[src/acs_pkg.sv]
// Constants, state codes and carrier types of the amplifier control serial slave
package acs_pkg;

    // ==========================================================
    // Link framing
    localparam int             BYTE_W         = 8;
    localparam int             ADDR_W         = 7;
    localparam int             SUB_W          = 8;
    localparam int             WORD_W         = 32;
    localparam int             COEF_W         = 26;
    localparam int             CNT_W          = 4;
    localparam logic [3:0]     RX_BITS        = 4'h8;
    localparam logic [3:0]     TX_LAST        = 4'h7;
    localparam logic [2:0]     WORD_BYTES     = 3'h4;
    localparam logic [2:0]     WORD_LAST      = 3'h3;
    localparam logic           RW_READ        = 1'b1;

    // ==========================================================
    // Slave address and address change
    localparam logic [6:0]     SLAVE_ADDR_BASE = 7'h1A;
    localparam logic [7:0]     SUB_UNLOCK      = 8'hF8;
    localparam logic [7:0]     SUB_NEW_ADDR    = 8'hF9;
    localparam logic [23:0]    UNLOCK_KEY      = 24'hF9_A5A5;

    // ==========================================================
    // Protocol states, one-hot
    typedef enum logic [8:0] {
        ST_IDLE  = 9'h001,
        ST_ADDR  = 9'h002,
        ST_AACK  = 9'h004,
        ST_SUB   = 9'h008,
        ST_SACK  = 9'h010,
        ST_WDATA = 9'h020,
        ST_WACK  = 9'h040,
        ST_RDATA = 9'h080,
        ST_MACK  = 9'h100
    } acs_state_e;

    // ==========================================================
    // Register write carried to the amplifier core
    typedef struct packed {
        logic [SUB_W-1:0]  sub;
        logic [WORD_W-1:0] data;
        logic [2:0]        nbytes;
    } acs_wr_s;

endpackage : acs_pkg

[src/acs_slave.sv]
// Two-wire serial control slave: framing, acknowledge, address change, coefficient capture
// ==========================================================
// Summary of operation
// - Address and data bytes move as eight bits, most significant first.
// - The receiver of each byte acknowledges in the following clock period.
// - Data falling with clock high starts; data rising with clock high stops.
// - Data line changes only while the clock line is low.
// - Device holds data low through the whole acknowledge period when addressed.
// - Any number of bytes may pass between one start and one stop.
// - Slave address is 0011010 with strap low, 0011011 with strap high.
// - Writing key F9A5A5 to unlock register arms an address change.
// - After unlock, low seven bits of the word written to new-address register become the address.
// - Gain coefficients are 26-bit signed fixed point, three integer bits.
// - Top coefficient bit set means negative, two's complement value.
// - Bits above the 26-bit field in a coefficient word are unused.
`timescale 1ns/1ps
module acs_slave (
    input  wire logic                        clk,
    input  wire logic                        srst,
    input  wire logic                        ce,
    input  wire logic                        scl_in,
    input  wire logic                        sda_in,
    output logic                             sda_out,
    output logic                             sda_oe_n,
    input  wire logic                        addr_sel_pin,
    input  wire logic [acs_pkg::BYTE_W-1:0]  rd_byte,
    output logic [acs_pkg::SUB_W-1:0]        rd_sub,
    output logic [acs_pkg::SUB_W-1:0]        rd_idx,
    output acs_pkg::acs_wr_s                 wr,
    output logic                             wr_stb,
    output logic [acs_pkg::ADDR_W-1:0]       slave_addr,
    output logic [acs_pkg::COEF_W-1:0]       coef,
    output logic                             coef_neg,
    output logic [acs_pkg::COEF_W-1:0]       coef_mag,
    output logic                             coef_stb,
    output logic                             addr_armed
);
    logic [2:0]                  pins_s;
    logic                        scl_s, sda_s, pin_s;
    logic                        scl_d_r, sda_d_r;
    logic                        scl_rise, scl_fall, start_det, stop_det;
    acs_pkg::acs_state_e         st_r;
    logic [acs_pkg::CNT_W-1:0]   cnt_r;
    logic [acs_pkg::BYTE_W-1:0]  shift_r, tx_r;
    logic                        rx_done, addr_hit, strap_done_r;
    logic [1:0]                  strap_wait_r;
    logic [acs_pkg::SUB_W-1:0]   sub_r;
    logic [acs_pkg::WORD_W-1:0]  word_r, word_nxt;
    logic [2:0]                  wcnt_r;
    logic                        writing_r;

    // Two's complement magnitude of a 3.23 coefficient
    function automatic logic [acs_pkg::COEF_W-1:0] coef_abs(input logic [acs_pkg::COEF_W-1:0] c);
        coef_abs = c[acs_pkg::COEF_W-1] ? (~c + 1'b1) : c;
    endfunction : coef_abs

    // ==========================================================
    // Pin synchronisers and line event detection
    acs_sync #(.W(3)) u_sync (
        .clk  (clk),
        .srst (srst),
        .ce   (ce),
        .d    ({scl_in, sda_in, addr_sel_pin}),
        .q    (pins_s)
    );
    assign {scl_s, sda_s, pin_s} = pins_s;

    // Delayed copies of the synchronised lines for edge finding
    always_ff @(posedge clk) begin
        if (srst) begin
            scl_d_r <= 1'b1;
            sda_d_r <= 1'b1;
        end else if (ce) begin
            scl_d_r <= scl_s;
            sda_d_r <= sda_s;
        end
    end

    // Data edges with clock high are frame markers, not bits
    assign scl_rise  = ce & scl_s & ~scl_d_r;
    assign scl_fall  = ce & ~scl_s & scl_d_r;
    assign start_det = ce & scl_s & scl_d_r & ~sda_s & sda_d_r;
    assign stop_det  = ce & scl_s & scl_d_r & sda_s & ~sda_d_r;
    assign rx_done   = scl_fall & (cnt_r == acs_pkg::RX_BITS);
    assign addr_hit  = (shift_r[acs_pkg::BYTE_W-1:1] == slave_addr);

    // ==========================================================
    // Protocol state machine
    always_ff @(posedge clk) begin
        if (srst) begin
            st_r    <= acs_pkg::ST_IDLE;
            cnt_r   <= '0;
            shift_r <= '0;
            tx_r    <= '1;
        end else if (ce) begin
            if (start_det) begin
                st_r  <= acs_pkg::ST_ADDR;
                cnt_r <= '0;
            end else if (stop_det) begin
                st_r  <= acs_pkg::ST_IDLE;
                cnt_r <= '0;
            end else begin
                case (st_r)
                    acs_pkg::ST_ADDR, acs_pkg::ST_SUB, acs_pkg::ST_WDATA: begin
                        // Sample on rising clock, MSB arrives first
                        if (scl_rise) begin
                            shift_r <= {shift_r[acs_pkg::BYTE_W-2:0], sda_s};
                            cnt_r   <= cnt_r + 1'b1;
                        end else if (rx_done) begin
                            cnt_r <= '0;
                            case (st_r)
                                acs_pkg::ST_ADDR: st_r <= acs_pkg::ST_AACK;
                                acs_pkg::ST_SUB:  st_r <= acs_pkg::ST_SACK;
                                default:          st_r <= acs_pkg::ST_WACK;
                            endcase
                        end
                    end
                    acs_pkg::ST_AACK: begin
                        if (scl_fall) begin
                            if (!addr_hit) begin
                                st_r <= acs_pkg::ST_IDLE;
                            end else if (shift_r[0] == acs_pkg::RW_READ) begin
                                st_r <= acs_pkg::ST_RDATA;
                                tx_r <= rd_byte;
                            end else begin
                                st_r <= acs_pkg::ST_SUB;
                            end
                        end
                    end
                    acs_pkg::ST_SACK, acs_pkg::ST_WACK: begin
                        // No byte limit: every acked byte leads to another
                        if (scl_fall) begin
                            st_r <= acs_pkg::ST_WDATA;
                        end
                    end
                    acs_pkg::ST_RDATA: begin
                        // Shift the next bit out just after clock falls
                        if (scl_fall) begin
                            if (cnt_r == acs_pkg::TX_LAST) begin
                                st_r  <= acs_pkg::ST_MACK;
                                cnt_r <= '0;
                                tx_r  <= '1;
                            end else begin
                                tx_r  <= {tx_r[acs_pkg::BYTE_W-2:0], 1'b1};
                                cnt_r <= cnt_r + 1'b1;
                            end
                        end
                    end
                    acs_pkg::ST_MACK: begin
                        // Master acknowledge continues the read, NACK ends it
                        if (scl_rise) begin
                            shift_r[0] <= sda_s;
                        end else if (scl_fall) begin
                            if (shift_r[0]) begin
                                st_r <= acs_pkg::ST_IDLE;
                            end else begin
                                st_r <= acs_pkg::ST_RDATA;
                                tx_r <= rd_byte;
                            end
                        end
                    end
                    default: st_r <= acs_pkg::ST_IDLE;
                endcase
            end
        end
    end

    // ==========================================================
    // Open-drain data driver; one cycle after the state, so edges fall in clock-low time
    always_ff @(posedge clk) begin
        if (srst) begin
            sda_oe_n <= 1'b1;
            sda_out  <= 1'b0;
        end else if (ce) begin
            sda_out <= 1'b0;
            case (st_r)
                acs_pkg::ST_AACK:  sda_oe_n <= ~addr_hit;
                acs_pkg::ST_SACK,
                acs_pkg::ST_WACK:  sda_oe_n <= 1'b0;
                acs_pkg::ST_RDATA: sda_oe_n <= tx_r[acs_pkg::BYTE_W-1];
                default:           sda_oe_n <= 1'b1;
            endcase
        end
    end

    // ==========================================================
    // Subaddress, word packing and write strobes
    assign word_nxt = {word_r[acs_pkg::WORD_W-acs_pkg::BYTE_W-1:0], shift_r};

    always_ff @(posedge clk) begin
        if (srst) begin
            sub_r     <= '0;
            word_r    <= '0;
            wcnt_r    <= '0;
            writing_r <= 1'b0;
            wr_stb    <= 1'b0;
            wr        <= '0;
            rd_sub    <= '0;
            rd_idx    <= '0;
        end else if (ce) begin
            wr_stb <= 1'b0;
            if (start_det || stop_det) begin
                // A partial word (byte-wide register) is flushed by the frame end
                if (writing_r && wcnt_r != '0) begin
                    wr_stb <= 1'b1;
                    wr     <= '{sub: sub_r, data: word_r, nbytes: wcnt_r};
                end
                writing_r <= 1'b0;
                wcnt_r    <= '0;
                word_r    <= '0;
            end else if (rx_done && st_r == acs_pkg::ST_SUB) begin
                sub_r     <= shift_r;
                writing_r <= 1'b1;
            end else if (rx_done && st_r == acs_pkg::ST_WDATA) begin
                if (wcnt_r == acs_pkg::WORD_LAST) begin
                    wr_stb <= 1'b1;
                    wr     <= '{sub: sub_r, data: word_nxt, nbytes: acs_pkg::WORD_BYTES};
                    sub_r  <= sub_r + 1'b1;
                    wcnt_r <= '0;
                    word_r <= '0;
                end else begin
                    word_r <= word_nxt;
                    wcnt_r <= wcnt_r + 1'b1;
                end
            end else if (scl_fall && st_r == acs_pkg::ST_AACK && addr_hit
                         && shift_r[0] == acs_pkg::RW_READ) begin
                rd_sub <= sub_r;
                rd_idx <= '0;
            end else if (scl_fall && st_r == acs_pkg::ST_MACK && !shift_r[0]) begin
                rd_idx <= rd_idx + 1'b1;
            end
        end
    end

    // ==========================================================
    // Strap sampling and runtime address change
    always_ff @(posedge clk) begin
        if (srst) begin
            strap_wait_r <= '0;
            strap_done_r <= 1'b0;
            slave_addr   <= acs_pkg::SLAVE_ADDR_BASE;
            addr_armed   <= 1'b0;
        end else if (ce) begin
            // Two enabled edges first, so the synchroniser's reset value is flushed out
            strap_wait_r <= {strap_wait_r[0], 1'b1};
            if (!strap_done_r) begin
                if (strap_wait_r[1]) begin
                    strap_done_r <= 1'b1;
                    slave_addr   <= acs_pkg::SLAVE_ADDR_BASE | {6'h00, pin_s};
                end
            end else if (wr_stb && wr.nbytes == acs_pkg::WORD_BYTES) begin
                if (wr.sub == acs_pkg::SUB_UNLOCK) begin
                    addr_armed <= (wr.data[23:0] == acs_pkg::UNLOCK_KEY);
                end else if (wr.sub == acs_pkg::SUB_NEW_ADDR && addr_armed) begin
                    slave_addr <= wr.data[acs_pkg::ADDR_W-1:0];
                    addr_armed <= 1'b0;
                end
            end
        end
    end

    // ==========================================================
    // Coefficient capture; word upper bits are discarded
    always_ff @(posedge clk) begin
        if (srst) begin
            coef     <= '0;
            coef_neg <= 1'b0;
            coef_mag <= '0;
            coef_stb <= 1'b0;
        end else if (ce) begin
            coef_stb <= 1'b0;
            if (wr_stb && wr.nbytes == acs_pkg::WORD_BYTES
                && wr.sub != acs_pkg::SUB_UNLOCK && wr.sub != acs_pkg::SUB_NEW_ADDR) begin
                coef     <= wr.data[acs_pkg::COEF_W-1:0];
                coef_neg <= wr.data[acs_pkg::COEF_W-1];
                coef_mag <= coef_abs(wr.data[acs_pkg::COEF_W-1:0]);
                coef_stb <= 1'b1;
            end
        end
    end

    // ==========================================================
    // Checks
    chk_start_frame: assert property (@(posedge clk) disable iff (srst)
        start_det |=> st_r == acs_pkg::ST_ADDR)
        else $error("start did not open address phase");
    chk_stop_idle: assert property (@(posedge clk) disable iff (srst)
        (stop_det && !start_det) |=> st_r == acs_pkg::ST_IDLE)
        else $error("stop did not return to idle");
    chk_sda_scl_high: assert property (@(posedge clk) disable iff (srst)
        (scl_s && $past(scl_s) && $past(scl_s, 2)) |-> $stable(sda_oe_n))
        else $error("data drive changed while clock high");
    chk_ack_whole: assert property (@(posedge clk) disable iff (srst)
        (st_r == acs_pkg::ST_SACK && $past(st_r) == acs_pkg::ST_SACK) |-> !sda_oe_n)
        else $error("acknowledge not held low");
    chk_foreign_nack: assert property (@(posedge clk) disable iff (srst)
        (ce && st_r == acs_pkg::ST_AACK && !addr_hit) |=> sda_oe_n)
        else $error("foreign address acknowledged");
    chk_bit_bound: assert property (@(posedge clk) disable iff (srst)
        cnt_r <= acs_pkg::RX_BITS)
        else $error("bit counter beyond a byte");
    chk_unlock_arm: assert property (@(posedge clk) disable iff (srst)
        (ce && strap_done_r && wr_stb && wr.nbytes == acs_pkg::WORD_BYTES
         && wr.sub == acs_pkg::SUB_UNLOCK) |=> addr_armed == ($past(wr.data[23:0]) == acs_pkg::UNLOCK_KEY))
        else $error("unlock key handling wrong");
    chk_addr_take: assert property (@(posedge clk) disable iff (srst)
        (ce && strap_done_r && addr_armed && wr_stb && wr.nbytes == acs_pkg::WORD_BYTES
         && wr.sub == acs_pkg::SUB_NEW_ADDR) |=> slave_addr == $past(wr.data[6:0]) && !addr_armed)
        else $error("new address not adopted");
    chk_coef_field: assert property (@(posedge clk) disable iff (srst)
        $rose(coef_stb) |-> coef == $past(wr.data[acs_pkg::COEF_W-1:0])
                            && coef_neg == $past(wr.data[acs_pkg::COEF_W-1]))
        else $error("coefficient field wrong");
    chk_strap_addr: assert property (@(posedge clk) disable iff (srst)
        $rose(strap_done_r) |-> slave_addr == (acs_pkg::SLAVE_ADDR_BASE | {6'h00, $past(pin_s)}))
        else $error("strap address wrong");

endmodule : acs_slave

[src/acs_sync.sv]
// Two-flop synchroniser for pin inputs, frozen by the clock enable
`timescale 1ns/1ps
module acs_sync #(
    parameter int W = 1
) (
    input  wire logic         clk,
    input  wire logic         srst,
    input  wire logic         ce,
    input  wire logic [W-1:0] d,
    output logic      [W-1:0] q
);
    logic [W-1:0] meta_r;

    // ==========================================================
    // Synchroniser: first stage feeds only the second
    always_ff @(posedge clk) begin
        if (srst) begin
            meta_r <= '1;
            q      <= '1;
        end else if (ce) begin
            meta_r <= d;
            q      <= meta_r;
        end
    end
endmodule : acs_sync

[config.mk]
export PLATFORM = sky130hd
export DESIGN_NAME = acs_slave
export DESIGN_NICKNAME = d
export VERILOG_FILES = /design/src/acs_pkg.sv /design/src/acs_slave.sv /design/src/acs_sync.sv
export SDC_FILE = /design/constraint.sdc
export NUM_CORES = 1
export LEC_CHECK = 0
export ABC_AREA = 0
export BUFFER_PORTS_ARGS = -buffer_cell sky130_fd_sc_hd__buf_2
export CAP_MARGIN = 20
export CORE_MARGIN = 5
export CORE_UTILIZATION = 50
export CTS_CLUSTER_SIZE = 40
export DETAILED_ROUTE_END_ITERATION = 8
export PLACE_DENSITY = 0.81
export SYNTH_ARGS = -nofsm -noshare
export SYNTH_HDL_FRONTEND = slang
export SYNTH_SLANG_ARGS = --single-unit
[constraint.sdc]
create_clock -name clk -period 3.9 [get_ports clk]
set_input_delay 0.585 -clock clk [delete_from_list [all_inputs] [get_ports clk]]
set_output_delay 0.585 -clock clk [all_outputs]
set_load 0.02 [all_outputs]
==> impl_results.md <==
* Detailed Route WL at 24900 µm
* DR DRC count at 0
* First-pass GRT wire length at 40200 µm
* Clock-pin slew on the worst setup and hold paths at 0.06 ns
* Register area share after synthesis at 44.2%
* Pins over their slew limit at 0
* Netlist cell types at 71
* Yosys top cell area share at 44.2%
* Met3 Usage GRT at 3.50%
* Crit start category: flip-flop
* DRT iter0 DRCs at 731
* Die Y at 146 µm
* Largest net degree at the start of global routing at 147
* Unrepaired setup endpoints after global routing: no
* Pwr dens at 401 nW/µm²
* Synth Net Count at 1156
* Leak pwr at 4.07 nW
* CP max stage cell: buf_4
* Rel. slew slack at 32.1%
* GR Util met2 at 35.3%
* Util after Layout at 58.7%
* DRT Pass-1 Iters at 6
* Initial Util at 51.2%
* Routed Antenna Nets at 0
* Critical path, cell by cell: nor3b_1, nand3_2, nor3_4, a31o_2, buf_4, nor2_1, a311oi_1
* Core Area at 18100 µm²
* Async S/R FF share, synth at 0%
* Hold Path Cell Cnt at 3
* CTS tree: built
* M1 GR Usage at 30.3%
* Reg2Reg Depth at 7
* Number of CTS-inserted buffers at 22
* DIE AREA at 21400 µm²
* Die X at 146 µm
* Root buffer cell: clkbuf_16
* Post-synth EDFFs at 0
* Setup violators final at 0
* Drt wl/cell at 17.1 µm
* Worst VDD drop at 0.272 mV
* CTS Sinks at 205
* Status: complete, no violations
* Actual slew at the worst max-slew pin at 1.01 ns
* Synthesized area at 9290 µm²
* Most used routing layer: met2
* Critical path peak fanout at 75
* Clk_lat worst skew at 0.52 ns
* Initial antenna violation count at 0
* Vias/cell at 5.88
* WP buf/inv at 1
* Top cells by area, synth: dfxtp_1, nand2_1, nor2_1, a21oi_1, a311oi_1
* CTS H-Tree Depth at 1
* Total global routing overflow at 0
* Routability cong. at 0.883
* Setup Skew at 0.0286 ns
* Crit path kind: flip-flop to flip-flop
* Layout net count at 1236
* Critical Path AT at 3.39 ns
* Min-Delay Endpoint: u_sync.meta_r[0]
* Synthesized area per cell at 8.19 µm²
* IO buf count at 136
* Setup crit end kind: flip-flop
* Clock buffer depth at 3
* R2R Setup Slk at 0.92 ns
* Worst hold path class: input port to flip-flop
* CP max stage delay at 0.56 ns
* Cts repair resizes at 0
* Synth Register Bits at 205
* Minimum clock period at 2.98 ns
* CP top delay family: simple AND/OR/NAND/NOR gates
* Layout cells sized above 1 at 18.0%
* Via count at 8570
* Vias in the first global route at 7946
* Max Freq at 335 MHz
* # IOs at 138
* Hold buffers post-CTS at 0
* Std-Cell Rows at 49
* ANT cells at 0
* Syn Inst Count at 1134
* Fin Setup TNS at 0 ns
* Syn-to-layout area delta at 14.7%
* CP Data Required Time at 4.31 ns
* Warnings from Yosys at 0
* Dominant synthesized flop cell: dfxtp_1
* MaxCap Viol Count at 0
* Postcts setup bufs at 0
* Final period utilization at 76.5%
* Min-delay src: addr_sel_pin
* R2r startpoint: st_r[5]
* Crit Reg-Reg Endpoint: wr[9]
* Largest area contributor in the netlist: dfxtp_1
* Fillcell total at 1556
* GRT Resource Usage Total at 22.1%
* Dpl hpwl at 16400 µm
* Hold Violations, Final at 0
cell usage after synthesis, types with 3 or more instances:
| cell type | count |
|---|---|
| buf_2 | 11 |
| nand4_1 | 13 |
| nand3_1 | 54 |
| xor2_1 | 30 |
| o21ai_0 | 18 |
| xnor2_1 | 17 |
| a31o_2 | 3 |
| a21boi_0 | 3 |
| nand4b_1 | 3 |
| buf_6 | 6 |
| nor3_1 | 29 |
| ha_1 | 8 |
| nor2_1 | 129 |
| a21oi_1 | 89 |
| and3b_1 | 4 |
| a31oi_1 | 5 |
| nor4_1 | 10 |
| o211ai_1 | 3 |
| nor2b_1 | 3 |
| nand2_1 | 216 |
| or3_1 | 5 |
| o31ai_1 | 7 |
| or2_2 | 3 |
| nor3b_1 | 4 |
| buf_1 | 4 |
| o311ai_0 | 8 |
| or4_1 | 4 |
| nor4_2 | 4 |
| a211oi_1 | 30 |
| dfxtp_1 | 205 |
| and2_1 | 3 |
| mux2i_1 | 28 |
| clkbuf_1 | 62 |
| nor4b_1 | 3 |
| buf_4 | 10 |
| inv_1 | 15 |
| a311oi_1 | 35 |
| and3_1 | 5 |
| nand2b_1 | 5 |
worst reg2reg max path: cells and delay by family (launching register included):
family | cells | cell delay, ns
AO/OA/AOI/OAI | 2 | 0.48
buffers and inverters | 1 | 0.56
flip-flops | 1 | 0.50
AND/OR/NAND/NOR | 4 | 1.36
worst max-delay path by stage:
stage	startpoint	endpoint	slack (ns)	cells after the start
after global routing	st_r[5]	wr[15]	0.77	7
after global placement	ce	wr[29]	1.09	8
after floorplan	ce	st_r[7]	1.49	8
after CTS	st_r[5]	wr[9]	0.97	7
final	st_r[5]	wr[9]	0.92	7
after detailed placement	ce	wr[33]	0.93	8
layout by cell type, fill, tap and decap left out, types with 3 or more instances in the layout:
cell / n
a211oi_1: 30
a21boi_0: 3
a21oi_1: 89
a311oi_1: 35
a31o_2: 3
a31oi_1: 5
and2_1: 3
and3_1: 5
and3b_1: 4
buf_2: 135
buf_4: 15
clkbuf_1: 3
clkbuf_16: 22
clkbuf_8: 6
clkinv_2: 5
dfxtp_1: 205
ha_1: 8
inv_1: 15
mux2i_1: 28
nand2_1: 216
nand2b_1: 5
nand3_1: 54
nand4_1: 13
nand4b_1: 3
nor2_1: 127
nor3_1: 29
nor3b_1: 4
nor4_1: 10
nor4_2: 4
nor4b_1: 3
o211ai_1: 3
o21ai_0: 18
o311ai_0: 8
o31ai_1: 7
or2_2: 3
or3_1: 5
or4_1: 4
xnor2_1: 17
xor2_1: 30
state kept, by name (all words and copies together), names as in the netlist, 2 cells and up:
| register | cells |
|---|---|
| wr | 43 |
| word_r | 32 |
| coef | 26 |
| coef_mag | 25 |
| st_r | 9 |
| rd_idx | 8 |
| rd_sub | 8 |
| shift_r | 8 |
| sub_r | 8 |
| tx_r | 8 |
| slave_addr | 7 |
| cnt_r | 4 |
| u_sync.meta_r | 3 |
| u_sync.q | 3 |
| wcnt_r | 3 |
| strap_wait_r | 2 |
layer usage:
metal	up-vias	part of all wire, %
li1	4126	-
met1	4009	44
met2	367	45
met3	68	7.6
met4	0	3.3
met5	-	0
stage by stage:
step                      instances  instance area (µm²)  worst slack (ns)  total power [W]  hold WS (ns)
after floorplan                1134                 9290              1.49          0.00224         0.428
after detailed placement       1419                 9950             0.932          0.00228         0.444
after global routing           1457                10700             0.769          0.00440         0.295
final                          1457                10700             0.918          0.00428         0.284
after global placement         1419                 9950              1.09          0.00228         0.439
after CTS                      1457                10700             0.967          0.00430         0.273
power by group:
part	total (W)	switching, W	leakage [nW]	internal [W]
clock network	0.00204	0.000827	0.358	0.00121
registers	0.00211	0.00000784	1.65	0.00210
logic	0.000124	0.0000944	2.06	0.0000297
total	0.00428	0.000930	4.07	0.00335
cell type report:
type                            instances  area (µm²)  share of cell area (%)
Multi-Input combinational cell        818        4690                    44.0
Inverter                               16        60.1                   0.563
Sequential cell                       205        4100                    38.5
Clock buffer                           31         644                    6.04
Clock inverter                          7        71.3                   0.669
Tap cell                              229         287                    2.69
Timing Repair Buffer                  151         808                    7.58
kinds of logic (layout without fill, tap and decap cells):
kind of cell	count (synthesis)	after routing	synth area share, %
flops	205	205	44.2
xor+xnor	47	47	4.43
fa+ha+maj	8	8	1.08
other cells	1	1	0.0404
buf+inv	111	205	5.57
mux	29	29	3.18
simple gates	514	514	25.8
compound gates	219	219	15.8
Note: power is estimated with default switching activity, not from simulation.
